**src/design/cca_pkg.sv**
```systemverilog
// constants for the counter array capture/compare block
// assumes a 32-bit AXI4-Lite master; register index n sits at byte address 4*n
package cca_pkg;
    localparam int         NUM_MODULES  = 3;
    localparam int         ADDR_W       = 12;
    // register indices
    localparam logic [7:0] IDX_MASK     = 8'hD7;
    localparam logic [7:0] IDX_STATUS   = 8'hD8;
    localparam logic [7:0] IDX_ARRAY    = 8'hD9;
    localparam logic [7:0] IDX_MODE0    = 8'hDA;
    localparam logic [7:0] IDX_MODE1    = 8'hDB;
    localparam logic [7:0] IDX_MODE2    = 8'hDC;
    localparam logic [7:0] IDX_CYCLE    = 8'hF7;
    localparam logic [7:0] IDX_CNT_LOW  = 8'hF9;
    localparam logic [7:0] IDX_CNT_HIGH = 8'hFA;
    localparam logic [7:0] IDX_CMPL0    = 8'hFB;
    localparam logic [7:0] IDX_CMPH0    = 8'hFC;
    localparam logic [7:0] IDX_CMPL1    = 8'hE9;
    localparam logic [7:0] IDX_CMPH1    = 8'hEA;
    localparam logic [7:0] IDX_CMPL2    = 8'hEB;
    localparam logic [7:0] IDX_CMPH2    = 8'hEC;
    // module mode fields
    localparam int         BIT_WIDE     = 7;
    localparam int         BIT_COMP     = 6;
    localparam int         BIT_RISE     = 5;
    localparam int         BIT_FALL     = 4;
    localparam int         BIT_MATCH    = 3;
    localparam int         BIT_TOGGLE   = 2;
    localparam int         BIT_MOD      = 1;
    localparam int         BIT_IRQ      = 0;
    // array mode fields
    localparam int         BIT_RUN      = 0;
    localparam int         BIT_WDOG     = 6;
    localparam logic [7:0] MODE_RESET   = 8'h00;
    localparam logic [15:0] CYCLE_BASE  = 16'hFF00;
    localparam logic [1:0] RESP_OKAY    = 2'h0;
    localparam logic [1:0] RESP_SLVERR  = 2'h2;
endpackage

```
**src/design/cca_channel.sv**
```systemverilog
// one capture/compare module: capture, match, toggle, frequency output, modulation
// assumes a synchronised pin level and the shared counter on the same clock
`timescale 1ns/1ps
`default_nettype none
module cca_channel (
    input  wire logic        aclk,
    input  wire logic        aresetn,
    input  wire logic [15:0] counter,
    input  wire logic [7:0]  mode,
    input  wire logic [1:0]  cycle_len,
    input  wire logic        wr_low,
    input  wire logic        wr_high,
    input  wire logic [7:0]  wdata,
    input  wire logic        pin_sync,
    output logic      [15:0] value,
    output logic             module_pin,
    output logic             event_pulse
);
    typedef struct packed {
        logic [15:0] value;
        logic        prev;
        logic        pin;
        logic        ev;
    } cca_chan_s;

    cca_chan_s   r;
    cca_chan_s   next_r;
    logic        rise;
    logic        fall;
    logic        match;
    logic        cap;
    logic [15:0] msk;

    // ==========================================================
    // channel behaviour
    always_comb begin
        next_r = r;
        next_r.ev = 1'b0;
        next_r.prev = pin_sync;
        rise = pin_sync & ~r.prev;
        fall = ~pin_sync & r.prev;
        cap = (rise & mode[cca_pkg::BIT_RISE]) | (fall & mode[cca_pkg::BIT_FALL]);
        match = mode[cca_pkg::BIT_COMP] & (counter == r.value);
        msk = mode[cca_pkg::BIT_WIDE] ? 16'hFFFF : ~(cca_pkg::CYCLE_BASE << cycle_len);
        if (cap) begin
            next_r.value = counter;
            next_r.ev = 1'b1;
        end else begin
            if (wr_low) begin
                next_r.value[7:0] = wdata;
            end
            if (wr_high) begin
                next_r.value[15:8] = wdata;
            end
        end
        if (match && mode[cca_pkg::BIT_MATCH]) begin
            next_r.ev = 1'b1;
        end
        if (mode[cca_pkg::BIT_COMP]) begin
            if (mode[cca_pkg::BIT_TOGGLE] && mode[cca_pkg::BIT_MOD]) begin
                // frequency output: toggle and step the low byte by the high byte
                if (counter[7:0] == r.value[7:0]) begin
                    next_r.pin = ~r.pin;
                    next_r.value[7:0] = r.value[7:0] + r.value[15:8];
                end
            end else if (mode[cca_pkg::BIT_MOD]) begin
                next_r.pin = (counter & msk) >= (r.value & msk);
            end else if (mode[cca_pkg::BIT_TOGGLE] && match) begin
                next_r.pin = ~r.pin;
            end
        end
    end

    always_ff @(posedge aclk) begin
        if (!aresetn) begin
            r <= '0;
        end else begin
            r <= next_r;
        end
    end

    assign value       = r.value;
    assign module_pin  = r.pin;
    assign event_pulse = r.ev;
endmodule
`default_nettype wire

```
**src/design/cca_core.sv**
```systemverilog
// counter array core: shared counter, three modules, registers over AXI4-Lite
// assumes one AXI4-Lite master on aclk; pins are asynchronous and are synchronised here
//
// Contract
// - mode bit 7 picks 8..11-bit or full 16-bit modulation cycle
// - comparator works only while mode bit 6 is one
// - rising input edges capture only when mode bit 5 is one
// - falling edges capture when bit 4 is one; both bits capture either edge
// - with bit 3 set, counter equal to compare value sets the flag
// - with bit 2 set, counter equal to compare value inverts the pin
// - toggle plus modulation enables together give frequency output
// - bit 1 drives modulated waveform, width chosen by bit 7
// - flag raises interrupt only when mode bit 0 is one
// - three mode registers at 0xDA, 0xDB, 0xDC, read/write, reset zero
// - watchdog enabled: writes to module 2 mode register are ignored
// - watchdog enabled: writes to counter low byte 0xF9 are blocked
// - watchdog enabled: writes to counter high byte 0xFA are blocked
// - high byte reads a snapshot loaded when the low byte is read
// - counter is 16 bits, low byte exposed, both bytes reset zero
// - outside 16-bit mode, shared two-bit field sets 8..11-bit cycle
// - writing a compare low byte clears that module's comparator enable
// - writing a compare high byte sets that module's comparator enable
//
// Decided for this implementation: register access over AXI4-Lite.
`timescale 1ns/1ps
`default_nettype none
module cca_core (
    input  wire logic        aclk,
    input  wire logic        aresetn,
    input  wire logic        awvalid,
    output logic             awready,
    input  wire logic [11:0] awaddr,
    input  wire logic [2:0]  awprot,
    input  wire logic        wvalid,
    output logic             wready,
    input  wire logic [31:0] wdata,
    input  wire logic [3:0]  wstrb,
    output logic             bvalid,
    input  wire logic        bready,
    output logic      [1:0]  bresp,
    input  wire logic        arvalid,
    output logic             arready,
    input  wire logic [11:0] araddr,
    input  wire logic [2:0]  arprot,
    output logic             rvalid,
    input  wire logic        rready,
    output logic      [31:0] rdata,
    output logic      [1:0]  rresp,
    input  wire logic [2:0]  module_pin_in,
    output logic      [2:0]  module_pin,
    output logic             irq
);
    typedef struct packed {
        logic                 aw_rdy;
        logic                 w_rdy;
        logic                 ar_rdy;
        logic                 aw_got;
        logic                 w_got;
        logic [11:0]          waddr;
        logic [7:0]           wdat;
        logic                 wen;
        logic                 bvalid;
        logic [1:0]           bresp;
        logic                 rvalid;
        logic [1:0]           rresp;
        logic [7:0]           rdata;
        logic [2:0][7:0]      mode;
        logic [15:0]          counter;
        logic [7:0]           snap;
        logic [1:0]           cyc;
        logic                 run;
        logic                 wdog;
        logic [2:0]           flags;
        logic [2:0]           mask;
        logic                 irq;
        logic [2:0]           s1;
        logic [2:0]           s2;
    } cca_core_s;

    cca_core_s   r;
    cca_core_s   next_r;
    logic [2:0]  wr_low;
    logic [2:0]  wr_high;
    logic [2:0]  ch_event;
    logic [2:0]  ch_pin;
    logic [15:0] ch_val [3];
    logic [2:0]  ecc;
    logic [7:0]  widx;
    logic [7:0]  ridx;
    logic        wok;
    logic        rok;
    logic        fire;

    function automatic logic known(input logic [7:0] i);
        case (i)
            cca_pkg::IDX_MASK, cca_pkg::IDX_STATUS, cca_pkg::IDX_ARRAY,
            cca_pkg::IDX_MODE0, cca_pkg::IDX_MODE1, cca_pkg::IDX_MODE2,
            cca_pkg::IDX_CYCLE, cca_pkg::IDX_CNT_LOW, cca_pkg::IDX_CNT_HIGH,
            cca_pkg::IDX_CMPL0, cca_pkg::IDX_CMPH0, cca_pkg::IDX_CMPL1,
            cca_pkg::IDX_CMPH1, cca_pkg::IDX_CMPL2, cca_pkg::IDX_CMPH2: known = 1'b1;
            default: known = 1'b0;
        endcase
    endfunction

    // ==========================================================
    // address decode
    assign widx = r.waddr[9:2];
    assign ridx = araddr[9:2];
    assign wok  = (r.waddr[11:10] == 2'h0) && (r.waddr[1:0] == 2'h0) && known(widx);
    assign rok  = (araddr[11:10] == 2'h0) && (araddr[1:0] == 2'h0) && known(ridx);
    assign fire = r.aw_got && r.w_got && !r.bvalid;

    // ==========================================================
    // modules
    genvar g;
    generate
        for (g = 0; g < cca_pkg::NUM_MODULES; g++) begin : gen_ch
            cca_channel u_ch (
                .aclk        (aclk),
                .aresetn     (aresetn),
                .counter     (r.counter),
                .mode        (r.mode[g]),
                .cycle_len   (r.cyc),
                .wr_low      (wr_low[g]),
                .wr_high     (wr_high[g]),
                .wdata       (r.wdat),
                .pin_sync    (r.s2[g]),
                .value       (ch_val[g]),
                .module_pin  (ch_pin[g]),
                .event_pulse (ch_event[g])
            );
        end
    endgenerate

    // ==========================================================
    // next state
    always_comb begin
        next_r = r;
        wr_low = 3'h0;
        wr_high = 3'h0;
        ecc = 3'h0;
        next_r.s1 = module_pin_in;
        next_r.s2 = r.s1;
        if (r.run) begin
            next_r.counter = r.counter + 16'h0001;
        end
        // write channel
        if (awvalid && r.aw_rdy) begin
            next_r.aw_got = 1'b1;
            next_r.waddr = awaddr;
        end
        if (wvalid && r.w_rdy) begin
            next_r.w_got = 1'b1;
            next_r.wdat = wdata[7:0];
            next_r.wen = wstrb[0];
        end
        if (r.bvalid && bready) begin
            next_r.bvalid = 1'b0;
        end
        if (fire) begin
            next_r.aw_got = 1'b0;
            next_r.w_got = 1'b0;
            next_r.bvalid = 1'b1;
            next_r.bresp = wok ? cca_pkg::RESP_OKAY : cca_pkg::RESP_SLVERR;
            if (wok && r.wen) begin
                case (widx)
                    cca_pkg::IDX_MODE0: next_r.mode[0] = r.wdat;
                    cca_pkg::IDX_MODE1: next_r.mode[1] = r.wdat;
                    cca_pkg::IDX_MODE2: begin
                        if (!r.wdog) begin
                            next_r.mode[2] = r.wdat;
                        end
                    end
                    cca_pkg::IDX_CNT_LOW: begin
                        if (!r.wdog) begin
                            next_r.counter[7:0] = r.wdat;
                        end
                    end
                    cca_pkg::IDX_CNT_HIGH: begin
                        if (!r.wdog) begin
                            next_r.counter[15:8] = r.wdat;
                        end
                    end
                    cca_pkg::IDX_CYCLE: next_r.cyc = r.wdat[1:0];
                    cca_pkg::IDX_ARRAY: begin
                        next_r.run = r.wdat[cca_pkg::BIT_RUN];
                        next_r.wdog = r.wdat[cca_pkg::BIT_WDOG];
                    end
                    cca_pkg::IDX_STATUS: next_r.flags = r.flags & ~r.wdat[2:0];
                    cca_pkg::IDX_MASK: next_r.mask = r.wdat[2:0];
                    cca_pkg::IDX_CMPL0: wr_low[0] = 1'b1;
                    cca_pkg::IDX_CMPL1: wr_low[1] = 1'b1;
                    cca_pkg::IDX_CMPL2: wr_low[2] = 1'b1;
                    cca_pkg::IDX_CMPH0: wr_high[0] = 1'b1;
                    cca_pkg::IDX_CMPH1: wr_high[1] = 1'b1;
                    cca_pkg::IDX_CMPH2: wr_high[2] = 1'b1;
                    default: next_r.bresp = cca_pkg::RESP_SLVERR;
                endcase
            end
        end
        for (int i = 0; i < cca_pkg::NUM_MODULES; i++) begin
            if (!(i == 2 && r.wdog)) begin
                if (wr_low[i]) begin
                    next_r.mode[i][cca_pkg::BIT_COMP] = 1'b0;
                end
                if (wr_high[i]) begin
                    next_r.mode[i][cca_pkg::BIT_COMP] = 1'b1;
                end
            end
        end
        // flag set wins over a same-cycle clear
        next_r.flags = next_r.flags | ch_event;
        for (int i = 0; i < cca_pkg::NUM_MODULES; i++) begin
            ecc[i] = next_r.mode[i][cca_pkg::BIT_IRQ];
        end
        next_r.irq = |(next_r.flags & next_r.mask & ecc);
        // read channel
        if (r.rvalid && rready) begin
            next_r.rvalid = 1'b0;
        end
        if (arvalid && r.ar_rdy) begin
            next_r.rvalid = 1'b1;
            next_r.rresp = rok ? cca_pkg::RESP_OKAY : cca_pkg::RESP_SLVERR;
            next_r.rdata = 8'h00;
            if (rok) begin
                case (ridx)
                    cca_pkg::IDX_MODE0: next_r.rdata = r.mode[0];
                    cca_pkg::IDX_MODE1: next_r.rdata = r.mode[1];
                    cca_pkg::IDX_MODE2: next_r.rdata = r.mode[2];
                    cca_pkg::IDX_CNT_LOW: begin
                        next_r.rdata = r.counter[7:0];
                        next_r.snap = r.counter[15:8];
                    end
                    cca_pkg::IDX_CNT_HIGH: next_r.rdata = r.snap;
                    cca_pkg::IDX_CYCLE: next_r.rdata = {6'h00, r.cyc};
                    cca_pkg::IDX_ARRAY: begin
                        next_r.rdata[cca_pkg::BIT_RUN] = r.run;
                        next_r.rdata[cca_pkg::BIT_WDOG] = r.wdog;
                    end
                    cca_pkg::IDX_STATUS: next_r.rdata = {5'h00, r.flags};
                    cca_pkg::IDX_MASK: next_r.rdata = {5'h00, r.mask};
                    cca_pkg::IDX_CMPL0: next_r.rdata = ch_val[0][7:0];
                    cca_pkg::IDX_CMPL1: next_r.rdata = ch_val[1][7:0];
                    cca_pkg::IDX_CMPL2: next_r.rdata = ch_val[2][7:0];
                    cca_pkg::IDX_CMPH0: next_r.rdata = ch_val[0][15:8];
                    cca_pkg::IDX_CMPH1: next_r.rdata = ch_val[1][15:8];
                    cca_pkg::IDX_CMPH2: next_r.rdata = ch_val[2][15:8];
                    default: next_r.rdata = 8'h00;
                endcase
            end
        end
        next_r.aw_rdy = !next_r.aw_got && !next_r.bvalid;
        next_r.w_rdy = !next_r.w_got && !next_r.bvalid;
        next_r.ar_rdy = !next_r.rvalid;
    end

    always_ff @(posedge aclk) begin
        if (!aresetn) begin
            r <= '0;
        end else begin
            r <= next_r;
        end
    end

    // ==========================================================
    // outputs
    assign awready    = r.aw_rdy;
    assign wready     = r.w_rdy;
    assign bvalid     = r.bvalid;
    assign bresp      = r.bresp;
    assign arready    = r.ar_rdy;
    assign rvalid     = r.rvalid;
    assign rdata      = {24'h000000, r.rdata};
    assign rresp      = r.rresp;
    assign module_pin = ch_pin;
    assign irq        = r.irq;

    logic wr_now;
    assign wr_now = fire && wok && r.wen;
endmodule
`default_nettype wire

```
**config.mk**
```make
export PLATFORM = sky130hd
export DESIGN_NAME = cca_core
export DESIGN_NICKNAME = d
export VERILOG_FILES = /design/src/design/cca_pkg.sv /design/src/design/cca_channel.sv /design/src/design/cca_core.sv
export SDC_FILE = /design/constraint.sdc
export NUM_CORES = 1
export LEC_CHECK = 0
export CORE_MARGIN = 2
export CORE_UTILIZATION = 49
export DETAILED_ROUTE_END_ITERATION = 16
export DONT_BUFFER_PORTS = 1
export SETUP_SLACK_MARGIN = 0.2
export SYNTH_ARGS = -nofsm -noshare
export SYNTH_HDL_FRONTEND = slang
export SYNTH_SLANG_ARGS = --single-unit
```
**constraint.sdc**
```tcl
create_clock -name aclk -period 3.1 [get_ports aclk]
set_input_delay 0.465 -clock aclk [delete_from_list [all_inputs] [get_ports aclk]]
set_output_delay 0.465 -clock aclk [all_outputs]
set_load 0.03 [all_outputs]
```
==> results of run 1 <==
through the flow:
stage	util	std cells	power [uW]	cell area, um2	setup slack [ns]
floorplan	-	1367	2370	11000	0.600
global placement	0.506	1559	2380	11000	0.474
detailed placement	0.506	1559	2380	11000	0.445
CTS	0.535	1591	4590	11700	0.414
global route	0.535	1591	4680	11700	0.301
finish	0.535	1591	4580	11700	0.482
registers in the layout, indices dropped and copies added, names as in the netlist:
register,count
wready,1
awready,1
r,84
gen_ch.u_ch.r,3
rresp,1
next_r,3
rvalid,1
rdata,8
gen_ch.u_ch.module_pin,3
bvalid,1
gen_ch.u_ch.event_pulse,3
arready,1
irq,1
gen_ch.u_ch.value,48
bresp,1
layer usage:
metal	share of wire	vias to the layer above	GRT usage
met1	0.42	4727	0.387
met5	0	-	0
met4	0.047	0	0.143
li1	-	4708	-
met2	0.45	401	0.472
met3	0.086	107	0.0825
worst max-delay path by stage:
stage	from	cells after the start	slack [ns]	to
after global routing	r[15]	10	0.30	gen_ch[1].u_ch.module_pin
after detailed placement	r[95]	6	0.45	r[36]
after floorplan	r[15]	10	0.60	gen_ch[1].u_ch.module_pin
after global placement	r[95]	6	0.47	r[36]
after CTS	r[95]	6	0.41	r[36]
final	r[15]	9	0.48	gen_ch[1].u_ch.module_pin
cells by family (layout without fill, tap and decap cells):
family	count (synthesis)	after routing	synth area share
other	1	26	0.000344
buffers and inverters	180	124	0.0776
XOR/XNOR	54	54	0.0433
AND/OR/NAND/NOR	472	472	0.215
flip-flops	160	160	0.293
AO/OA/AOI/OAI	324	324	0.212
multiplexers	78	78	0.0729
adder cells (fa/ha/maj)	73	73	0.0857
cells in the final DEF, fill, tap and decap left out, types with 44 or more instances in the layout:
cell,instances
nand3_1,44
nand2_1,139
inv_1,45
mux2i_1,66
nor2_1,122
dfxtp_1,160
ha_1,70
o21ai_0,50
buf_4,46
a21oi_1,66
worst register-to-register path, stage by stage (launching register included):
cell and delay [ns]:
dfxtp_1 0.34, and2_0 0.38, o21ai_0 0.15, ha_1 0.30, a21o_1 0.17, a211o_1 0.32, a211oi_1 0.22, o31ai_1 0.10
a2111oi_0 0.40, o22ai_1 0.11
where the power goes:
part / internal [uW] / switching [uW] / leakage, uW
Sequential: 2080 / 56.5 / 0.00129
Clock: 1110 / 1130 / 0.000302
Combinational: 51.9 / 148 / 0.00288
Total: 3240 / 1330 / 0.00447
area by class of cell:
class	instances	share of cell area
Multi-Input combinational cell	1027	0.597
Sequential cell	160	0.274
Clock buffer	17	0.0364
Tap cell	280	0.0300
Timing Repair Buffer	46	0.0296
Clock inverter	15	0.0173
Inverter	46	0.0149
==> summary.md, run 1 <==
| Metric | Value |
|---|---|
| Outcome | completed |
| Synth Cell Area | roughly 0.011 mm2 |
| # DRC | 0 |
| GP Congestion | 0.961 |
| Worst R2R End | gen_ch[1].u_ch.module_pin |
| Peak supply drop | 0.315 mV |
| Setup Crit Path Kind | reg -> reg |
| Main synth FF type | dfxtp_1 |
| GRT overflow | 0 |
| Share of post-route cells with drive strength above 1 | 0.0938 |
| Largest net degree at the start of global routing | 67 |
| Top cells by count, synth | 160 x dfxtp_1, 139 x nand2_1, 122 x nor2_1 |
| CTS tree | done |
| Setup TNS | 0 ns |
| PD cells | slightly below 400 mW/mm2 |
| Synth Instances | around 1,300 |
| Async SR Flop Fraction | 0 |
| Netlist cell types | between 80 and 90 |
| Min-Delay Path Class | in -> reg |
| Number of synthesized flops with an enable pin | 0 |
| Most common cell in the netlist | dfxtp_1 |
| Hold Slack | about 0.14 ns |
| Worst skew pair latency | around 0.45 ns |
| Clock Sinks | 160 |
| Min Tclk post-route | 2.62 ns |
| Final period util | 0.845 |
| Flops & latches, synth | 160 |
| Synthesized area per cell | about 8.1 um2 |
| DR WL/cell | approximately 23 um |
| Routed wire length | 36,200 um |
| Area of the multi-input gates | 0.00697 mm2 |
| Crit path max-delay family | compound AO/OA/AOI/OAI gates |
| Initial DRC count | 840 |
| First-pass GRT wire length | between 50,000 and 60,000 um |
| TritonCTS buffer count | 17 |
| # setup viols final | 0 |
| Worst Hold Path Cells | 1 |
| Pre-antenna DRT Iters | 6 |
| Die X-Extent | 153 um |
| Slowest-stage cell, CP | a2111oi_0 |
| Row cnt | 54 |
| Synth warn | 0 |
| Boundary pin count | roughly 120 |
| CTS Hold Bufs | 0 |
| Max-slew headroom | 0.304 |
| Initial core utilization | 0.500 |
| Dpl hpwl | roughly 26,000 um |
| RSZ-0062 raised after global routing | no |
| Share of the synthesized area in the top cell type | 0.293 |
| Arr. time, crit path | 2.93 ns |
| Postcts setup bufs | 0 |
| Critical Path, Cell by Cell | and2_0 > o21ai_0 > ha_1 > a21o_1 > a211o_1 > a211oi_1 > o31ai_1 > a2111oi_0 > o22ai_1 |
| Bufs on Longest Clock Path | 2 |
| Number of global-route vias before repair | 9,196 |
| Vias post-DR | just under 10,000 |
| Gr usage total | 0.302 |
| Diodes inserted | 0 |
| Worst Path Required | about 3.4 ns |
| DIE AREA | roughly 0.023 mm2 |
| Worst reg2reg path startpoint | r[15] |
| Fin nets | ~1,400 |
| Initial antenna violation count | 0 |
| Sequential-to-total area share from yosys stat | 0.293 |
| Die H | around 150 um |
| Core Area | 0.0218 mm2 |
| Fmax | 382 MHz |
| Cells on worst reg2reg path | 9 |
| Port buffer count | 0 |
| Post-synth top area cell | dfxtp_1 |
| Critical Path Source Type | register |
| CTS Root Cell | clkbuf_16 |
| FF+latch area | 0.00320 mm2 |
| CP Capture Type | register |
| WHS Endpoint | next_r[0] |
| Fillers | 2,137 |
| H-tree depth | 4 |
| CP Max Fanout | 6 |
| Pleak | about 0.0045 uW |
| Detail Route Antenna Nets | 0 |
| Reg clk slew, reported paths | ~0.09 ns |
| Fin. Hold Viols | 0 |
| CTS resizes | 0 |
| Area delta synth->final | 6.93% |
| Setup Skew | 0.0157 ns |
| Max incr delay on CP | ~0.4 ns |
| Top post-synthesis cells by area | dfxtp_1 29%, ha_1 8.0%, mux2i_1 6.1% |
| Least-Margin Pin Slew | around 1.0 ns |
| Max Cap Violations | 0 |
| Worst hold start | module_pin_in[0] |
| Final count of pins violating max slew | 0 |
| Critical path buffers and inverters | 0 |
| R2R setup slack | 0.48 ns |
| Vias per std cell | between 6 and 7 |
Power figures use the tool's default switching activity.
==> run 2, diff against run 1 <==
Settings changed: ABC_AREA set to 1.
Clock period 3.1 ns to 2.65 ns, I/O delays scaled along.
==> summary.md, run 2 <==
| Metric | Value |
|---|---|
| Comb pwr share | 0.050 (+0.006) |
| Synth warn | 0 (unchanged) |
| Core Area | 0.0220 mm2 (+0.62%) |
| Pleak | 0.00546 uW (+22%) |
| Synth Instances | 1,680 (+25%) |
| Slowest-stage cell, CP | dfxtp_1 |
| Non-filler cells, final | 1,962 (+23%) |
| H-tree depth | 4 (unchanged) |
| Most common cell after layout, fill and taps aside | nand2_1 |
| CTS tree | done |
| Critical path buffers and inverters | 2 (+2) |
| Fillers | 2,278 (+6.6%) |
| Share of post-route cells with drive strength above 1 | 0.0803 (-0.0136) |
| Worst skew pair latency | 0.45 ns (about the same) |
| Flops & latches, synth | 160 (unchanged) |
| Synth Cell Area | 0.0110 mm2 (+1.1%) |
| Final period util | 0.871 (+0.0269) |
| Placed Instance Area | 0.0113 mm2 (+2.4%) |
| Clock Sinks | 160 (unchanged) |
| Arr. time, crit path | 2.69 ns (-0.24 ns) |
| Post-synth top area cell | dfxtp_1 |
| Area of the multi-input gates | 0.00649 mm2 (-7.0%) |
| Diodes inserted | 0 (unchanged) |
| Min-Delay Path Class | in -> reg |
| Crit path max-delay family | simple AND/OR/NAND/NOR gates |
| Initial antenna violation count | 0 (unchanged) |
| CP Max Fanout | 7 (+1) |
| # DRC | 0 (unchanged) |
| Largest register FFs | 84 (unchanged) |
| CTS Hold Bufs | 0 (unchanged) |
| Initial core utilization | 0.503 (+0.00251) |
| Main synth FF type | dfxtp_1 |
| Pre-antenna DRT Iters | 5 (-1) |
| Boundary pin count | 121 (unchanged) |
| Tot Pwr | 5300 uW (+16%) |
| Sequential-to-total area share from yosys stat | 0.290 (-0.00326) |
| DIE AREA | 0.0237 mm2 (+1.1%) |
| Sw Share | 0.288 (-0.00329) |
| Gr usage total | 0.337 (+0.0347) |
| Reg clk slew, reported paths | 0.08 ns (about the same) |
| Fin. Hold Viols | 0 (unchanged) |
| Bufs on Longest Clock Path | 2 (unchanged) |
| Die H | 154 um (+0.54%) |
| Sw Pwr | 1530 uW (+15%) |
| Netlist cell types | 47 (-42%) |
| Outcome | completed |
| Vias per std cell | 5.69 (-9.0%) |
| RSZ-0062 raised after global routing | no |
| Worst Path Required | 3.03 ns (-0.38 ns) |
| First-pass GRT wire length | 60,700 um (+11%) |
| Max-slew headroom | 0.321 (+0.0173) |
| Setup Crit Path Kind | reg -> reg |
| Setup Skew | 0.0153 ns (-0.000366 ns) |
| FF+latch area | 0.00320 mm2 (about the same) |
| Final count of pins violating max slew | 0 (unchanged) |
| Clock share of power | 0.475 (-0.015) |
| TritonCTS buffer count | 17 (unchanged) |
| GRT overflow | 0 (unchanged) |
| Port buffer count | 0 (unchanged) |
| Most common cell in the netlist | nand2_1 |
| Critical Path, Cell by Cell | inv_1 > nor3_1 > nand2_1 > nor3_1 > buf_4 > xor2_1 > o21ai_0 > a21oi_1 |
| Number of global-route vias before repair | 10,200 (+11%) |
| Reg with most FFs | r |
| Number of synthesized flops with an enable pin | 0 (unchanged) |
| DR WL/cell | 20.3 um (-11%) |
| Crit path top cell by count | nor3_1 |
| Max incr delay on CP | 0.54 ns (+0.14 ns) |
| Die X-Extent | 154 um (+0.54%) |
| Top cells by count, synth | 332 x nand2_1, 226 x inv_1, 166 x a21oi_1 |
| Fmax | 433 MHz (+13%) |
| Max Cap Violations | 0 (unchanged) |
| Largest net degree at the start of global routing | 123 (+84%) |
| # setup viols final | 0 (unchanged) |
| Synthesized area per cell | 6.57 um2 (-19%) |
| PD cells | 444 mW/mm2 (+13%) |
| Min Tclk post-route | 2.31 ns (-0.309 ns) |
| # placed instances | 1,930 (+24%) |
| GP Congestion | 0.983 (+2.2%) |
| Async SR Flop Fraction | 0 (unchanged) |
| Top post-synthesis cells by area | dfxtp_1 29%, nand2_1 11%, ha_1 7.9% |
| CTS Root Cell | clkbuf_16 |
| Dpl hpwl | 30,000 um (+15%) |
| Critical Path Source Type | register |
| Fin area | 0.0119 mm2 (+2.3%) |
| Routed wire length | 39,800 um (+9.9%) |
| Detail Route Antenna Nets | 0 (unchanged) |
| Share of the synthesized area in the top cell type | 0.290 (-0.00326) |
| Fin nets | 1,818 (+26%) |
| Vias post-DR | 11,200 (+12%) |
| CTS resizes | 0 (unchanged) |
| P_int | 3780 uW (+16%) |
| Most frequent cells in the layout | 331 x nand2_1, 225 x inv_1, 163 x a21oi_1, 159 x dfxtp_1, 148 x o21ai_0 |
| Row cnt | 54 (unchanged) |
| Seq pwr share | 0.475 (+0.008) |
| Least-Margin Pin Slew | 1.02 ns (-0.0273 ns) |
| CP Capture Type | register |
| Peak supply drop | 0.428 mV (+36%) |
| Initial DRC count | 1,032 (+23%) |
| Postcts setup bufs | 0 (unchanged) |
| Setup TNS | 0 ns (unchanged) |
| Area delta synth->final | 8.18% |
[run 2: changes by cell type after synthesis, sizes merged, moves of 23 or more]
cell    delta
o21ai    +112
nor2      +28
a211oi    -27
o22ai     +26
mux2i     -66
clkbuf    -27
nand2    +203
inv      +191
a21oi    +100
and2      -29
nand3     +23
[run 2: power by group through the flow]
stage	clock network (uW)	registers (uW)	logic (uW)
floorplan	0	2530	268
global placement	0	2570	261
detailed placement	0	2570	264
CTS	2540	2510	265
global route	2640	2520	300
finish	2520	2520	266
[run 2: layout make-up]
class                           count  share of cell area
Clock buffer                       17              0.0356
Timing Repair Buffer               55              0.0346
Clock inverter                     15              0.0140
Sequential cell                   160               0.268
Tap cell                          280              0.0293
Multi-Input combinational cell   1197               0.543
Inverter                          238              0.0750
[run 2: logic make-up after synthesis]
kind of cell,Yosys count,share of synthesized area
other,1,0.000340
buffers and inverters,348,0.136
and+or+nand+nor,634,0.246
DFF,160,0.290
adders and majority gates,73,0.0848
AOI/OAI and AO/OA,424,0.211
xor gates and xnor gates,40,0.0317
[run 2: routing by layer]
metal | up-vias | part of all wire | GRT usage | routed length, um
li1 | 5458 | - | - | -
met1 | 5135 | 0.43 | 0.451 | 17100
met2 | 468 | 0.44 | 0.532 | 17400
met3 | 103 | 0.086 | 0.0637 | 3440
met4 | 0 | 0.048 | 0.143 | 1890
met5 | - | 0 | 0 | 0
[run 2: per-stage QoR]
step	hold WS (ns)	setup WS, ns	utilization
floorplan	0.390	0.712	-
global placement	0.392	0.312	0.515
detailed placement	0.397	0.273	0.515
CTS	0.0386	0.238	0.542
global route	0.0398	0.208	0.544
finish	0.0474	0.341	0.544
[run 2: worst paths after layout]
check,from,endpoint,slack [ns],cells after the start
hold reg to reg,next_r[0],r[0],0.42,2
setup / recovery,r[30],r[35],0.34,8
setup reg to reg,r[30],r[35],0.34,8
hold / removal,module_pin_in[2],next_r[2],0.05,2
[run 2: worst register-to-register path: cells and delay by family, from the launching register on]
family	cells	cell delay [ns]
and+or+nand+nor	3	0.71
DFF	1	0.54
buffers and inverters	2	0.46
AOI/OAI and AO/OA	2	0.26
xor gates and xnor gates	1	0.27
